**src/hw/aac_params.svh**
```systemverilog
`ifndef AAC_PARAMS_SVH
`define AAC_PARAMS_SVH

// register indices; byte address is index times four
`define AAC_IDX_DEVICE_CONFIG     6'h0b
`define AAC_IDX_AXIS_X     6'h0c
`define AAC_IDX_AXIS_Y     6'h0d
`define AAC_IDX_ARM_X      6'h0e
`define AAC_IDX_ARM_Y      6'h0f
`define AAC_IDX_STATUS     6'h20

// field positions
`define AAC_ST_BIT         7
`define AAC_LPF_MSB        3
`define AAC_LPF_LSB        0
`define AAC_APS_MSB        5
`define AAC_APS_LSB        4
`define AAC_AWS_N_MSB      3
`define AAC_AWS_N_LSB      2
`define AAC_AWS_P_MSB      1
`define AAC_AWS_P_LSB      0
`define AAC_OC_BIT         7
`define AAC_LOCK_BIT       5
`define AAC_OFMON_BIT      3
`define AAC_MODE_MSB       2
`define AAC_MODE_LSB       0

// writable masks (reserved bits read zero) and reset values
`define AAC_AXIS_MASK      8'h8f
`define AAC_ARM_MASK       8'h3f
`define AAC_DEVICE_CONFIG_MASK    8'hbf
`define AAC_AXIS_RST       8'h00
`define AAC_ARM_RST        8'h0f
`define AAC_DEVICE_CONFIG_RST     8'h00

// timing
`define AAC_CLK_MHZ        200
`define AAC_TICK_US        128
`define AAC_ST_BLANK_US    100
`define AAC_STRETCH_0      12'h000
`define AAC_STRETCH_1      12'h080
`define AAC_STRETCH_2      12'h200
`define AAC_STRETCH_3      12'h7ff

// arming window decode
`define AAC_WIN_BASE       5'h02

// writable-register check
`define AAC_CRC_POLY       8'h07
`define AAC_CRC_SEED       8'hff

// bus responses
`define AAC_RESP_OKAY      2'b00
`define AAC_RESP_DECERR    2'b11

`endif

```
**src/hw/aac_pkg.sv**
```systemverilog
package aac_pkg;

  typedef enum logic [2:0] {
    AAC_ARM_OFF    = 3'b000,
    AAC_ARM_PCM    = 3'b001,
    AAC_ARM_AVG_HI = 3'b010,
    AAC_ARM_AVG_LO = 3'b011,
    AAC_ARM_CNT_HI = 3'b100,
    AAC_ARM_CNT_LO = 3'b101,
    AAC_ARM_RAW_HI = 3'b110,
    AAC_ARM_RAW_LO = 3'b111
  } aac_arm_mode_t;

  typedef enum logic [0:0] {
    AAC_STR_IDLE = 1'b0,
    AAC_STR_HOLD = 1'b1
  } aac_str_state_t;

endpackage : aac_pkg

```
**src/hw/aac_config_regs.sv**
```systemverilog
`timescale 1ns/1ps
`include "aac_params.svh"


module aac_config_regs
  import aac_pkg::*;
#(
  parameter int TICK_CYCLES     = `AAC_TICK_US * `AAC_CLK_MHZ,
  parameter int ST_BLANK_CYCLES = `AAC_ST_BLANK_US * `AAC_CLK_MHZ
)
(
  input  wire logic            sys_clk,
  input  wire logic            rst,
  input  wire logic [7:0]      s_axi_awaddr,
  input  wire logic [2:0]      s_axi_awprot,
  input  wire logic            s_axi_awvalid,
  output logic                 s_axi_awready,
  input  wire logic [31:0]     s_axi_wdata,
  input  wire logic [3:0]      s_axi_wstrb,
  input  wire logic            s_axi_wvalid,
  output logic                 s_axi_wready,
  output logic [1:0]           s_axi_bresp,
  output logic                 s_axi_bvalid,
  input  wire logic            s_axi_bready,
  input  wire logic [7:0]      s_axi_araddr,
  input  wire logic [2:0]      s_axi_arprot,
  input  wire logic            s_axi_arvalid,
  output logic                 s_axi_arready,
  output logic [31:0]          s_axi_rdata,
  output logic [1:0]           s_axi_rresp,
  output logic                 s_axi_rvalid,
  input  wire logic            s_axi_rready,
  input  wire logic [1:0]      arm_raw,
  output logic [1:0]           arm_pin_out,
  output logic [1:0]           arm_pin_oe_n,
  output logic [1:0]           selftest_active,
  output logic [1:0]           offset_cancel_hold,
  output logic [1:0]           offset_monitor_en,
  output logic [1:0][3:0]      filter_select,
  output logic [1:0]           filter_slow,
  output logic [1:0]           filter_valid,
  output logic [1:0][4:0]      arm_avg_pos,
  output logic [1:0][4:0]      arm_avg_neg,
  output logic [1:0][3:0]      arm_count_limit,
  output logic                 init_done_lock,
  output logic                 crc_enable,
  output logic [7:0]           crc_value
);

  localparam int NSEL = 6;
  localparam int SEL_DEV = 0;
  localparam int SEL_AX  = 1;
  localparam int SEL_ARM = 3;
  localparam int SEL_STA = 5;

  function automatic logic [NSEL-1:0] aac_decode(input logic [7:0] addr);
    logic [5:0] idx;
    idx = addr[7:2];
    aac_decode = {idx == `AAC_IDX_STATUS, idx == `AAC_IDX_ARM_Y, idx == `AAC_IDX_ARM_X,
                  idx == `AAC_IDX_AXIS_Y, idx == `AAC_IDX_AXIS_X, idx == `AAC_IDX_DEVICE_CONFIG};
  endfunction : aac_decode

  function automatic logic [7:0] aac_crc8(input logic [39:0] d);
    logic [7:0] c;
    c = `AAC_CRC_SEED;
    for (int k = 39; k >= 0; k--) begin
      c = (c[7] ^ d[k]) ? ({c[6:0], 1'b0} ^ `AAC_CRC_POLY) : {c[6:0], 1'b0};
    end
    aac_crc8 = c;
  endfunction : aac_crc8

  function automatic logic [11:0] aac_stretch(input logic [1:0] code);
    logic [11:0] t;
    unique case (code)
      2'b00: t = `AAC_STRETCH_0;
      2'b01: t = `AAC_STRETCH_1;
      2'b10: t = `AAC_STRETCH_2;
      2'b11: t = `AAC_STRETCH_3;
    endcase
    aac_stretch = t;
  endfunction : aac_stretch

  logic [7:0]       device_config_reg;
  logic             lock_reg;
  logic [1:0][7:0]  axis_cfg_reg;
  logic [1:0][7:0]  arm_cfg_reg;
  logic             aw_hold_reg;
  logic [7:0]       aw_addr_reg;
  logic             w_hold_reg;
  logic [7:0]       w_data_reg;
  logic             w_strb_reg;
  logic [15:0]      tick_cnt_reg;
  logic             tick_reg;
  logic [1:0]       st_act_q_reg;
  logic [1:0][15:0] blank_cnt_reg;

  logic             wr_fire;
  logic [NSEL-1:0]  wr_sel;
  logic [NSEL-1:0]  rd_sel;
  logic             wr_open;
  logic [1:0]       st_act;
  logic             mon_req;
  aac_arm_mode_t    mode;
  logic             mode_avg;
  logic             mode_cnt;
  logic [1:0]       stretched;
  logic [31:0]      status_word;

  assign wr_fire  = aw_hold_reg && w_hold_reg && !s_axi_bvalid;
  assign wr_sel   = aac_decode(aw_addr_reg);
  assign rd_sel   = aac_decode(s_axi_araddr);
  assign wr_open  = wr_fire && w_strb_reg && !lock_reg;
  assign mon_req  = device_config_reg[`AAC_OFMON_BIT] || !device_config_reg[`AAC_OC_BIT];
  assign mode     = aac_arm_mode_t'(device_config_reg[`AAC_MODE_MSB:`AAC_MODE_LSB]);
  assign mode_avg = (mode == AAC_ARM_AVG_HI) || (mode == AAC_ARM_AVG_LO);
  assign mode_cnt = (mode == AAC_ARM_CNT_HI) || (mode == AAC_ARM_CNT_LO);

  // ---- write channel ----
  always_ff @(posedge sys_clk) begin
    if (rst) begin
      s_axi_awready <= 1'b0;
      aw_hold_reg   <= 1'b0;
      aw_addr_reg   <= 8'h00;
    end else if (s_axi_awvalid && s_axi_awready) begin
      s_axi_awready <= 1'b0;
      aw_hold_reg   <= 1'b1;
      aw_addr_reg   <= s_axi_awaddr;
    end else if (wr_fire) begin
      aw_hold_reg   <= 1'b0;
    end else if (!aw_hold_reg && !s_axi_bvalid) begin
      s_axi_awready <= 1'b1;
    end
  end

  always_ff @(posedge sys_clk) begin
    if (rst) begin
      s_axi_wready <= 1'b0;
      w_hold_reg   <= 1'b0;
      w_data_reg   <= 8'h00;
      w_strb_reg   <= 1'b0;
    end else if (s_axi_wvalid && s_axi_wready) begin
      s_axi_wready <= 1'b0;
      w_hold_reg   <= 1'b1;
      w_data_reg   <= s_axi_wdata[7:0];
      w_strb_reg   <= s_axi_wstrb[0];
    end else if (wr_fire) begin
      w_hold_reg   <= 1'b0;
    end else if (!w_hold_reg && !s_axi_bvalid) begin
      s_axi_wready <= 1'b1;
    end
  end

  // locked writes still answer okay: the host sees no fault, only unchanged contents
  always_ff @(posedge sys_clk) begin
    if (rst) begin
      s_axi_bvalid <= 1'b0;
      s_axi_bresp  <= `AAC_RESP_OKAY;
    end else if (wr_fire) begin
      s_axi_bvalid <= 1'b1;
      s_axi_bresp  <= (|wr_sel) ? `AAC_RESP_OKAY : `AAC_RESP_DECERR;
    end else if (s_axi_bready) begin
      s_axi_bvalid <= 1'b0;
    end
  end

  // ---- registers ----
  always_ff @(posedge sys_clk) begin
    if (rst) begin
      device_config_reg <= `AAC_DEVICE_CONFIG_RST;
    end else if (wr_open && wr_sel[SEL_DEV]) begin
      device_config_reg <= w_data_reg & `AAC_DEVICE_CONFIG_MASK;
    end
  end

  always_ff @(posedge sys_clk) begin
    if (rst) begin
      lock_reg <= 1'b0;
    end else if (wr_open && wr_sel[SEL_DEV] && w_data_reg[`AAC_LOCK_BIT]) begin
      lock_reg <= 1'b1;
    end
  end

  // ---- divider: one tick every 128 us ----
  always_ff @(posedge sys_clk) begin
    if (rst) begin
      tick_cnt_reg <= 16'h0000;
      tick_reg     <= 1'b0;
    end else if (tick_cnt_reg == 16'(TICK_CYCLES - 1)) begin
      tick_cnt_reg <= 16'h0000;
      tick_reg     <= 1'b1;
    end else begin
      tick_cnt_reg <= tick_cnt_reg + 16'h0001;
      tick_reg     <= 1'b0;
    end
  end

  genvar ax;
  generate
    for (ax = 0; ax < 2; ax++) begin : g_axis
      always_ff @(posedge sys_clk) begin
        if (rst) begin
          axis_cfg_reg[ax] <= `AAC_AXIS_RST;
        end else if (wr_open && wr_sel[SEL_AX + ax]) begin
          axis_cfg_reg[ax] <= w_data_reg & `AAC_AXIS_MASK;
        end
      end

      always_ff @(posedge sys_clk) begin
        if (rst) begin
          arm_cfg_reg[ax] <= `AAC_ARM_RST;
        end else if (wr_open && wr_sel[SEL_ARM + ax]) begin
          arm_cfg_reg[ax] <= w_data_reg & `AAC_ARM_MASK;
        end
      end

      // lock disables self-test while the stored bit keeps its last written value
      assign st_act[ax] = axis_cfg_reg[ax][`AAC_ST_BIT] && !lock_reg;

      always_ff @(posedge sys_clk) begin
        if (rst) begin
          st_act_q_reg[ax]  <= 1'b0;
          blank_cnt_reg[ax] <= 16'h0000;
        end else begin
          st_act_q_reg[ax] <= st_act[ax];
          if (st_act_q_reg[ax] && !st_act[ax]) begin
            blank_cnt_reg[ax] <= 16'(ST_BLANK_CYCLES);
          end else if (blank_cnt_reg[ax] != 16'h0000) begin
            blank_cnt_reg[ax] <= blank_cnt_reg[ax] - 16'h0001;
          end
        end
      end

      always_ff @(posedge sys_clk) begin
        if (rst) begin
          selftest_active[ax]    <= 1'b0;
          offset_cancel_hold[ax] <= 1'b0;
          offset_monitor_en[ax]  <= 1'b0;
        end else begin
          selftest_active[ax]    <= st_act[ax];
          offset_cancel_hold[ax] <= st_act[ax];
          offset_monitor_en[ax]  <= mon_req && !st_act[ax] &&
                                    (blank_cnt_reg[ax] == 16'h0000) &&
                                    !(st_act_q_reg[ax] && !st_act[ax]);
        end
      end

      always_ff @(posedge sys_clk) begin
        if (rst) begin
          filter_select[ax] <= 4'h0;
          filter_slow[ax]   <= 1'b0;
          filter_valid[ax]  <= 1'b1;
        end else begin
          filter_select[ax] <= axis_cfg_reg[ax][`AAC_LPF_MSB:`AAC_LPF_LSB];
          filter_slow[ax]   <= axis_cfg_reg[ax][`AAC_LPF_MSB];
          filter_valid[ax]  <= !(axis_cfg_reg[ax][`AAC_LPF_MSB-1] &&
                                 axis_cfg_reg[ax][`AAC_LPF_MSB-2]);
        end
      end

      // window and limit decodes read as zero outside the modes that use them
      always_ff @(posedge sys_clk) begin
        if (rst) begin
          arm_avg_pos[ax]     <= 5'h00;
          arm_avg_neg[ax]     <= 5'h00;
          arm_count_limit[ax] <= 4'h0;
        end else begin
          arm_avg_pos[ax] <= mode_avg ?
            (`AAC_WIN_BASE << arm_cfg_reg[ax][`AAC_AWS_P_MSB:`AAC_AWS_P_LSB]) : 5'h00;
          arm_avg_neg[ax] <= mode_avg ?
            (`AAC_WIN_BASE << arm_cfg_reg[ax][`AAC_AWS_N_MSB:`AAC_AWS_N_LSB]) : 5'h00;
          arm_count_limit[ax] <= mode_cnt ?
            4'((`AAC_WIN_BASE << arm_cfg_reg[ax][`AAC_AWS_P_MSB:`AAC_AWS_P_LSB]) - 5'h01)
            : 4'h0;
        end
      end

      aac_arm_stretch u_stretch (
        .sys_clk       (sys_clk),
        .rst           (rst),
        .tick          (tick_reg),
        .arm_in        (arm_raw[ax]),
        .stretch_ticks ((mode_avg || mode_cnt) ?
                        aac_stretch(arm_cfg_reg[ax][`AAC_APS_MSB:`AAC_APS_LSB]) :
                        `AAC_STRETCH_0),
        .arm_out       (stretched[ax])
      );

      // odd modes other than pcm drive active low; pcm passes the raw stream untouched
      always_ff @(posedge sys_clk) begin
        if (rst) begin
          arm_pin_out[ax]  <= 1'b0;
          arm_pin_oe_n[ax] <= 1'b1;
        end else begin
          arm_pin_oe_n[ax] <= (mode == AAC_ARM_OFF);
          if (mode == AAC_ARM_PCM) begin
            arm_pin_out[ax] <= arm_raw[ax];
          end else begin
            arm_pin_out[ax] <= stretched[ax] ^ mode[0];
          end
        end
      end
    end
  endgenerate

  // ---- writable-register check ----
  always_ff @(posedge sys_clk) begin
    if (rst) begin
      crc_value  <= 8'h00;
      crc_enable <= 1'b0;
    end else begin
      crc_enable <= lock_reg;
      crc_value  <= lock_reg ? aac_crc8({device_config_reg, axis_cfg_reg[0], axis_cfg_reg[1],
                                         arm_cfg_reg[0], arm_cfg_reg[1]}) : 8'h00;
    end
  end

  always_ff @(posedge sys_clk) begin
    if (rst) begin
      init_done_lock <= 1'b0;
    end else begin
      init_done_lock <= lock_reg;
    end
  end

  // ---- read channel ----
  assign status_word = {16'h0000, crc_value, 3'b000, lock_reg,
                        (blank_cnt_reg[1] != 16'h0000), (blank_cnt_reg[0] != 16'h0000), st_act};

  always_ff @(posedge sys_clk) begin
    if (rst) begin
      s_axi_arready <= 1'b0;
      s_axi_rvalid  <= 1'b0;
      s_axi_rdata   <= 32'h0000_0000;
      s_axi_rresp   <= `AAC_RESP_OKAY;
    end else if (s_axi_arvalid && s_axi_arready) begin
      s_axi_arready <= 1'b0;
      s_axi_rvalid  <= 1'b1;
      s_axi_rresp   <= (|rd_sel) ? `AAC_RESP_OKAY : `AAC_RESP_DECERR;
      unique case (1'b1)
        rd_sel[SEL_DEV]:     s_axi_rdata <= {24'h000000, device_config_reg};
        rd_sel[SEL_AX]:      s_axi_rdata <= {24'h000000, axis_cfg_reg[0]};
        rd_sel[SEL_AX + 1]:  s_axi_rdata <= {24'h000000, axis_cfg_reg[1]};
        rd_sel[SEL_ARM]:     s_axi_rdata <= {24'h000000, arm_cfg_reg[0]};
        rd_sel[SEL_ARM + 1]: s_axi_rdata <= {24'h000000, arm_cfg_reg[1]};
        rd_sel[SEL_STA]:     s_axi_rdata <= status_word;
        default:             s_axi_rdata <= 32'h0000_0000;
      endcase
    end else if (s_axi_rvalid && s_axi_rready) begin
      s_axi_rvalid  <= 1'b0;
      s_axi_arready <= 1'b1;
    end else if (!s_axi_rvalid) begin
      s_axi_arready <= 1'b1;
    end
  end

endmodule : aac_config_regs

```
**src/hw/aac_arm_stretch.sv**
```systemverilog
`timescale 1ns/1ps
`include "aac_params.svh"

module aac_arm_stretch
  import aac_pkg::*;
(
  input  wire logic        sys_clk,
  input  wire logic        rst,
  input  wire logic        tick,
  input  wire logic        arm_in,
  input  wire logic [11:0] stretch_ticks,
  output logic             arm_out
);

  aac_str_state_t state_reg;
  logic [11:0]    count_reg;

  always_ff @(posedge sys_clk) begin
    if (rst) begin
      state_reg <= AAC_STR_IDLE;
    end else begin
      unique case (state_reg)
        AAC_STR_IDLE: begin
          if (arm_in && (stretch_ticks != `AAC_STRETCH_0)) begin
            state_reg <= AAC_STR_HOLD;
          end
        end
        AAC_STR_HOLD: begin
          if (!arm_in && tick && (count_reg == `AAC_STRETCH_0)) begin
            state_reg <= AAC_STR_IDLE;
          end
        end
      endcase
    end
  end

  // hold time counts whole ticks, so the stretch lands within one tick of nominal
  always_ff @(posedge sys_clk) begin
    if (rst) begin
      count_reg <= `AAC_STRETCH_0;
    end else if (arm_in) begin
      count_reg <= stretch_ticks;
    end else if (tick && (count_reg != `AAC_STRETCH_0)) begin
      count_reg <= count_reg - 12'h001;
    end
  end

  always_ff @(posedge sys_clk) begin
    if (rst) begin
      arm_out <= 1'b0;
    end else begin
      arm_out <= arm_in || (state_reg == AAC_STR_HOLD);
    end
  end

endmodule : aac_arm_stretch

```
**config.mk**
```make
export PLATFORM = sky130hd
export DESIGN_NAME = aac_config_regs
export DESIGN_NICKNAME = d
export VERILOG_FILES = /design/src/hw/aac_pkg.sv /design/src/hw/aac_config_regs.sv /design/src/hw/aac_arm_stretch.sv
export VERILOG_INCLUDE_DIRS = /design/src /design/src/hw
export SDC_FILE = /design/constraint.sdc
export NUM_CORES = 1
export LEC_CHECK = 0
export BUFFER_PORTS_ARGS = -buffer_cell sky130_fd_sc_hd__buf_2
export CORE_UTILIZATION = 56
export DETAILED_ROUTE_END_ITERATION = 6
export PLACE_DENSITY = 0.84
export SLEW_MARGIN = 20
export SYNTH_ARGS = -nofsm -noshare
export SYNTH_HDL_FRONTEND = slang
export SYNTH_HIERARCHICAL = 1
export SYNTH_SLANG_ARGS = --single-unit
```
**constraint.sdc**
```tcl
create_clock -name sys_clk -period 3.3 [get_ports sys_clk]
set_clock_uncertainty 0.2 [all_clocks]
set_input_delay 0.495 -clock sys_clk [delete_from_list [all_inputs] [get_ports sys_clk]]
set_output_delay 0.495 -clock sys_clk [all_outputs]
set_load 0.02 [all_outputs]
```
* Word level (Yosys, flattened, before mapping)
Index checks and enable logic that the tools add are counted. W data, S select, Z words.
Cells by class: $add $sub $neg 7, equal/unequal tests 25, shift-type cells 4, multiplexer cells 73, bitwise operators 76, reductions and logical operators 90
Operators with widths (number):
- $mux W3 | 40
- $not A3 Y3 | 39
- $pmux W12 S4 | 2
- $pmux W16 S6 | 1
- $mux W12 | 6
- $eq A6 B4 Y1 const B | 10
- $mux W15 | 4
- $reduce_bool A12 Y1 | 4
- $logic_and A1 B1 Y1 | 36
- $logic_not A16 Y1 | 2
- $reduce_bool A16 Y1 | 2
- $sub A16 B1 Y16 const B | 2
- $xor A1 B1 Y1 | 26
- $logic_not A12 Y1 | 2
- $sub A12 B1 Y12 const B | 2
- $shl A2 B2 Y5 const A | 4
- $reduce_or A2 Y1 | 9
- $add A16 B1 Y16 const B | 1
- $eq A16 B15 Y1 const B | 1
- $mux W1 | 16
- $reduce_bool A2 Y1 | 8
- $logic_not A1 Y1 | 13
- $eq A6 B6 Y1 const B | 2
- $reduce_or A6 Y1 | 2
- 16 further kinds | 41
Storage, ports and cells: register bits 223, output and inout port bits 101, word-level logic and storage cells 328

* Depth between registers and ports, before layout
Gate-level depths: netlist of run 1.
depth after elaboration 79, gate-level depth with buffers 9, gate-level depth less buffers 8

* Modules after synthesis
Netlist of run 1, hierarchy kept.
By module, submodules not included:
- aac_config_regs | instances 1, cells an instance 793, area an instance 7559.8 µm², seq. area each 3323.2 µm²
- aac_arm_stretch | instances 2, cells an instance 94, area an instance 855.8 µm², seq. area each 280.3 µm²

* Least setup slack after synthesis of run 1
No wires, ideal clock.
path type reg2reg, start point reg device_config_reg[1], end point reg crc_value[3], arrival time 2069 ps, slack 967 ps, stages on the path, launching flop included 8, buffers on the path 1, clock period less this slack 2333 ps, cell sequence dfxtp_1 -> buf_6 -> xnor2_2 -> xnor3_2 -> xnor3_1 -> xnor2_2 -> xnor3_1 -> nor2_1
Between the ends: cells in the longest elaborated chain, start to end 26, elaborated cells between the ends (all ways) 60, classes of those cells mux: 25; bitwise: 35
Ends and longest elaborated chain:
- from (decl) | line aac_config_regs.sv:83 | logic [7:0] device_config_reg;
- from (signal assigned) | line aac_config_regs.sv:169 | device_config_reg <= `AAC_DEVICE_CONFIG_RST;
- from (signal assigned) | line aac_config_regs.sv:171 | device_config_reg <= w_data_reg & `AAC_DEVICE_CONFIG_MASK;
- $xor A1 B1 Y1 (*) | line aac_config_regs.sv:67 | c = (c[7] ^ d[k]) ? ({c[6:0], 1'b0} ^ `AAC_CRC_POLY) : {c[6:0], 1'b0};
- $mux W3 (*) | line aac_config_regs.sv:67
- $xor A1 B1 Y1 / $not A3 Y3 (equally long branches)
- $mux W3 | line aac_config_regs.sv:67
- $not A3 Y3 (no source line) / $xor A1 B1 Y1 (equally long branches)
- $mux W3 | line aac_config_regs.sv:67
- $not A3 Y3 (no source line) / $xor A1 B1 Y1 (equally long branches)
- $mux W3 | line aac_config_regs.sv:67
- (+10 left out)
- $not A3 Y3 (no source line) / $xor A1 B1 Y1 (equally long branches)
- $mux W3 | line aac_config_regs.sv:67
- $xor A1 B1 Y1 / $not A3 Y3 (equally long branches)
- $mux W3 | line aac_config_regs.sv:67
- $not A3 Y3 (no source line) / $xor A1 B1 Y1 (equally long branches)
- $mux W3 | line aac_config_regs.sv:67
- $not A3 Y3 (no source line) / $xor A1 B1 Y1 (equally long branches)
- $mux W3 (*) | line aac_config_regs.sv:67
- to (signal assigned) | line aac_config_regs.sv:312 | crc_value <= lock_reg ? aac_crc8({device_config_reg, axis_cfg_reg[0], axis_cfg_reg[1],
- to (decl) | line aac_config_regs.sv:47 | output logic [7:0] crc_value
Mark *: on every way between the ends. The rest lies on a longest branch, timed or not. A chain may end at the register's enable or synchronous reset.

* Worst setup path in the final report of run 1
Ends and elaborated chain as after synthesis.

==> impl_metrics.env, run 1 <==
export IMPL_use_met3=0.0586
export IMPL_gr_total_overflow=0
export IMPL_synth_edff_count=0
export IMPL_synthCells=981
export IMPL_drc=0
export IMPL_finalSetupTns_ns=0
export IMPL_cts_setup_buffers=0
export IMPL_diodes=0
export IMPL_critPathKind="flop to flop"
export IMPL_wl_mm=19.6
export IMPL_dr_first_iter_drc_count=378
export IMPL_antenna_found_initial=0
export IMPL_cts_tree="yes"
export IMPL_grt_pass1_wl_mm=31.3
export IMPL_setup_viol=0
export IMPL_post_route_util=0.646
export IMPL_start_kind="flop"
export IMPL_hpwl_mm=13.6
export IMPL_syn_avg_cell_area_um2=9.45
export IMPL_clockBufferDepth=2
export IMPL_wl_per_cell_um=15.4
export IMPL_grt_max_degree=52
export IMPL_postPlaceCellArea_mm2=0.00969
export IMPL_largest_register_ffs=32
export IMPL_cap_violations=0
export IMPL_grt_pass1_vias=6579
export IMPL_vdd_drop_max_uv=379
export IMPL_yosysSeqAreaShare=0.419
export IMPL_clock_fmax_ghz=0.352
export IMPL_numCtsBuffers=17
export IMPL_final_area_mm2=0.0103
export IMPL_die_width_um=131
export IMPL_drive_above_1_share=0.178
export IMPL_layout_common_cells="194 x dfxtp_1, 143 x nor2_1, 107 x buf_2, 49 x xnor2_1, 47 x nand2_1"
export IMPL_via_per_inst=5.41
export IMPL_grt_util_met2=0.408
export IMPL_cts_sinks=194
export IMPL_max_slew_margin=0.446
export IMPL_row_count=46
export IMPL_dieArea_mm2=0.0171
export IMPL_vias=6920
export IMPL_grt_total_usage=0.236
export IMPL_core_area_mm2=0.0160
export IMPL_clk_pin_slew_ns=0.07
export IMPL_postSynth_asyncResetShare=0
export IMPL_clock_tree_root_cell="clkbuf_16"
export IMPL_post_cts_resized=0
export IMPL_portBuffers=108
export IMPL_crit_arrival_ns=3.00
export IMPL_critPathRequiredTime_ns=3.46
export IMPL_antenna_left=0
export IMPL_slew_viol_final=0
export IMPL_areaGrowthSynthToFinish_pct=11.4
export IMPL_clkLatencyLatePin_ns=0.43
export IMPL_endpoint_kind="flop"
export IMPL_ys_warn_count=6
export IMPL_postCtsHoldBufs=0
export IMPL_layout_nets=1126
export IMPL_drt_pass1_iter_count=5
export IMPL_period_needed_ns=2.84
export IMPL_globalRoute_busiestLayer="met2"
export IMPL_synthFlopType="dfxtp_1"
export IMPL_die_h_um=131
export IMPL_pin_count=168
export IMPL_final_common_cell="dfxtp_1"
export IMPL_rsz0062_at_grt="no"
export IMPL_tightest_slew_ns=0.810
export IMPL_gp_congestion=0.828
export IMPL_hold_viol=0
export IMPL_powerDensity_mw_per_mm2=597
export IMPL_period_share=0.862
export IMPL_grtUsageMet1=0.284
export IMPL_p_leak_nw=4.36
export IMPL_outcome="complete, no violations"
export IMPL_worstPathMaxFanout=9
export IMPL_initial_core_util=0.579
export IMPL_h_tree_depth=4
export IMPL_ys_types=73
export IMPL_n_fill_cell=1284
export IMPL_holdCritPathClass="input pin to flop"
export IMPL_synth_seq_cells=194
export IMPL_syn_cell_area_mm2=0.00927
[per-stage QoR]
| stage | cells | hold slack (ns) | setup slack (ns) | power (W) |
|---|---|---|---|---|
| floorplan | 1005 | 0.200 | 0.967 | 0.00378 |
| global placement | 1247 | 0.227 | 0.654 | 0.00394 |
| detailed placement | 1247 | 0.239 | 0.611 | 0.00398 |
| CTS | 1279 | 0.102 | 0.492 | 0.00619 |
| global route | 1279 | 0.108 | 0.433 | 0.00649 |
| finish | 1279 | 0.112 | 0.456 | 0.00616 |
[path summary, 6_finish.rpt]
kind	endpoint	slack, ns	from	cells after the start
worst max register to register	crc_value[3]	0.46	device_config_reg[1]	6
worst min-delay path	aw_addr_reg[7]	0.11	s_axi_awaddr[7]	3
worst min register to register	tick_cnt_reg[0]	0.25	tick_cnt_reg[0]	1
worst max-delay path	crc_value[3]	0.46	device_config_reg[1]	6
[power by group]
part	leakage, nW	total [W]	internal (W)	switching, W
combinational	2.47	0.00123	0.000529	0.000703
clock	0.313	0.00221	0.00130	0.000906
sequential	1.58	0.00273	0.00254	0.000187
total	4.36	0.00616	0.00437	0.00180
[Yosys cell counts (all sizes together) (5+ instances only)]
cell type	count	area, um2
a211oi	14	115
or4	13	105
nand2b	14	87.6
nand2	47	176
nor3	41	215
clkbuf	32	130
nor2b	22	138
o31ai	13	153
xor2	41	367
or3	8	52.6
and2	5	31.3
mux2i	26	260
buf	57	404
nor3b	12	95.1
nand3	28	140
xnor2	54	522
nor2	143	537
a21oi	46	230
a311oi	10	87.6
o21ai	7	35.0
xnor3	16	373
or2	5	31.3
dfxtp	194	3880
and3	6	37.5
nor4	17	106
a211o	8	70.1
inv	27	101
a22o	13	114
ha	9	113
[area by class of cell]
class                   instances  area [um2]  share of cell area
multi-input cells             695        4840               0.469
flip-flops and latches        194        3880               0.376
repair buffers                115         596              0.0577
clock buffers                  18         439              0.0425
well taps                     216         270              0.0262
clock inverters                14         198              0.0191
inverters                      27         101             0.00981
[layer usage]
metal  wire [um]  share of wire
met1        8580           0.44
met2        9710           0.49
met3         935          0.048
met4         413          0.021
met5           0              0
[kinds of logic (layout without fill, tap and decap cells)]
family / count (synthesis) / in the layout / share of synthesized area
muxes: 31 / 31 / 0.0390
xor gates and xnor gates: 114 / 114 / 0.144
AOI/OAI and AO/OA: 144 / 144 / 0.117
and+or+nand+nor: 372 / 372 / 0.200
other: 1 / 25 / 0.000404
buffers and inverters: 116 / 174 / 0.0686
DFF: 194 / 194 / 0.419
adders and majority gates: 9 / 9 / 0.0121
[worst max-delay path: stages (launching register included)]
cell     delay (ns)
dfxtp_1        0.66
xnor3_2        0.59
xor2_1         0.26
xnor3_2        0.42
xor2_1         0.27
xnor3_1        0.28
nor2_1         0.10
Power figures use the tool's default switching activity.
==> run 2: changes to the inputs <==
--- a/config.mk
+++ b/config.mk
@@ -6,10 +6,10 @@
 export SDC_FILE = /design/constraint.sdc
 export NUM_CORES = 1
 export LEC_CHECK = 0
-export BUFFER_PORTS_ARGS = -buffer_cell sky130_fd_sc_hd__buf_2
-export CORE_UTILIZATION = 56
+export CORE_UTILIZATION = 60
 export DETAILED_ROUTE_END_ITERATION = 6
-export PLACE_DENSITY = 0.84
+export DONT_BUFFER_PORTS = 1
+export PLACE_DENSITY = 0.8
 export SLEW_MARGIN = 20
 export SYNTH_ARGS = -nofsm -noshare
 export SYNTH_HDL_FRONTEND = slang
==> run 2 against run 1 <==
Power down 4.7%. Via count down 5.3%. Setup slack better by 0.13 ns. Final area down 5.7%. Clock power down 11%. Largest power group unchanged. First-iteration DRC count down 22%. Fmax up 4.8%.
==> impl_metrics.env, run 2 (synthesized netlist as in run 1, its figures left out) <==
export IMPL_p_leak_nw=3.79
export IMPL_die_h_um=126
export IMPL_final_common_cell="dfxtp_1"
export IMPL_power_total_w=0.00588
export IMPL_r2r_end="crc_value[3]"
export IMPL_critPathRequiredTime_ns=3.46
export IMPL_powerDensity_mw_per_mm2=604
export IMPL_dr_first_iter_drc_count=293
export IMPL_grt_pass1_wl_mm=30.3
export IMPL_cts_tree="yes"
export IMPL_gr_total_overflow=0
export IMPL_clk_pin_slew_ns=0.07
export IMPL_cp_cell_sequence="xnor3_2 > xor2_1 > xnor3_2 > xor2_1 > xnor3_1 > nor2_1"
export IMPL_clkPwrFrac=0.335
export IMPL_crit_start="device_config_reg[1]"
export IMPL_vias=6551
export IMPL_row_count=45
export IMPL_r2r_start="device_config_reg[1]"
export IMPL_areaGrowthSynthToFinish_pct=5.02
export IMPL_holdCritPathClass="input pin to flop"
export IMPL_initial_core_util=0.612
export IMPL_layout_common_cells="194 x dfxtp_1, 143 x nor2_1, 49 x xnor2_1, 47 x nand2_1, 46 x a21oi_1"
export IMPL_max_slew_margin=0.458
export IMPL_crit_arrival_ns=2.88
export IMPL_gp_congestion=0.831
export IMPL_largest_register_ffs=32
export IMPL_rr_worst_depth=6
export IMPL_vdd_drop_max_uv=515
export IMPL_wl_mm=18.4
export IMPL_clock_fmax_ghz=0.368
export IMPL_antenna_found_initial=1
export IMPL_grt_total_usage=0.240
export IMPL_dieArea_mm2=0.0160
export IMPL_layout_nets=1021
export IMPL_worstPathMaxFanout=9
export IMPL_h_tree_depth=4
export IMPL_tightest_slew_ns=0.809
export IMPL_portBuffers=0
export IMPL_numCtsBuffers=17
export IMPL_drt_pass1_iter_count=5
export IMPL_pin_count=168
export IMPL_via_per_inst=5.71
export IMPL_antenna_left=0
export IMPL_cpMaxStageDelayCell="dfxtp_1"
export IMPL_rsz0062_at_grt="no"
export IMPL_wl_per_cell_um=16.1
export IMPL_core_area_mm2=0.0151
export IMPL_critPathKind="flop to flop"
export IMPL_final_cells=1147
export IMPL_clkLatencyLatePin_ns=0.43
export IMPL_power_switching_w=0.00174
export IMPL_hold_end="aw_addr_reg[3]"
export IMPL_n_fill_cell=1261
export IMPL_endpoint_kind="flop"
export IMPL_slew_viol_final=0
export IMPL_post_cts_resized=0
export IMPL_seqPwrFrac=0.467
export IMPL_drive_above_1_share=0.0793
export IMPL_p_sw_frac=0.296
export IMPL_drc=0
export IMPL_comb_power_share=0.197
export IMPL_cap_violations=0
export IMPL_post_route_util=0.643
export IMPL_setup_viol=0
export IMPL_outcome="complete, no violations"
export IMPL_period_needed_ns=2.71
export IMPL_hold_viol=0
export IMPL_min_from="s_axi_awaddr[3]"
export IMPL_post_place_cells=1108
export IMPL_finalSetupTns_ns=0
export IMPL_clock_tree_root_cell="clkbuf_16"
export IMPL_cts_sinks=194
export IMPL_grt_max_degree=107
export IMPL_start_kind="flop"
export IMPL_critPathMaxStageDelay_ns=0.65
export IMPL_rrSetupSlack_ns=0.59
export IMPL_p_int_w=0.00414
export IMPL_hpwl_mm=12.4
export IMPL_cts_setup_buffers=0
export IMPL_clockBufferDepth=2
export IMPL_period_share=0.822
export IMPL_worstHoldPathCells=2
export IMPL_timing_hold_ws_ns=0.0195
export IMPL_die_width_um=126
export IMPL_grt_pass1_vias=6115
export IMPL_postCtsHoldBufs=6
## run 2: cell count changes in the layout (fill, tap and decap cells not counted), moves of 2 or more
cell,change
dlygate4sd3_1,+5
buf_2,-107
bufinv_16,-3
clkinvlp_4,+3
clkinv_2,-2
buf_4,-4
clkbuf_1,+3
inv_6,-2
## run 2: worst max path at each step
stage,end,slack (ns),depth (start not counted)
final,crc_value[3],0.59,6
after CTS,crc_value[3],0.58,6
after global placement,crc_value[3],0.68,6
after global routing,g_axis[1].u_stretch/state_reg,0.44,7
after detailed placement,crc_value[3],0.59,6
after floorplan,crc_value[3],0.97,7
## run 2: through the flow
step           setup slack (ns)  instance area, um2
6_report                  0.586                9740
5_1_grt                   0.438                9740
4_1_cts                   0.579                9730
3_5_place_dp              0.592                9090
3_3_place_gp              0.675                9090
2_1_floorplan             0.967                9360
## run 2: cell type report
type | count | area [um2] | area share
flip-flops and latches | 194 | 3880 | 0.399
clock inverters | 10 | 100 | 0.0103
well taps | 188 | 235 | 0.0242
inverters | 27 | 101 | 0.0104
clock buffers | 22 | 464 | 0.0477
multi-input cells | 695 | 4840 | 0.497
diodes | 1 | 2.50 | 0.000257
repair buffers | 10 | 108 | 0.0111
## run 2: routing by layer
layer / wire length (um) / vias up / GRT usage
met2: 8810 / 149 / 0.393
met1: 8440 / 3109 / 0.313
li1: - / 3269 / -
met4: 336 / 0 / 0.0943
met3: 842 / 24 / 0.0481
met5: 0 / - / 0
## run 2: power by group through the flow
stage / logic (W) / registers (W) / clock network (W)
global route: 0.00134 / 0.00278 / 0.00211
CTS: 0.00117 / 0.00275 / 0.00200
global placement: 0.00109 / 0.00279 / 0
detailed placement: 0.00111 / 0.00280 / 0
floorplan: 0.00104 / 0.00275 / 0
finish: 0.00116 / 0.00275 / 0.00197
## run 2: critical path: cells and delay by family, from the launching register on
family / cells / cell delay, ns
XOR/XNOR: 5 / 1.70
flip-flops: 1 / 0.65
AND/OR/NAND/NOR: 1 / 0.09
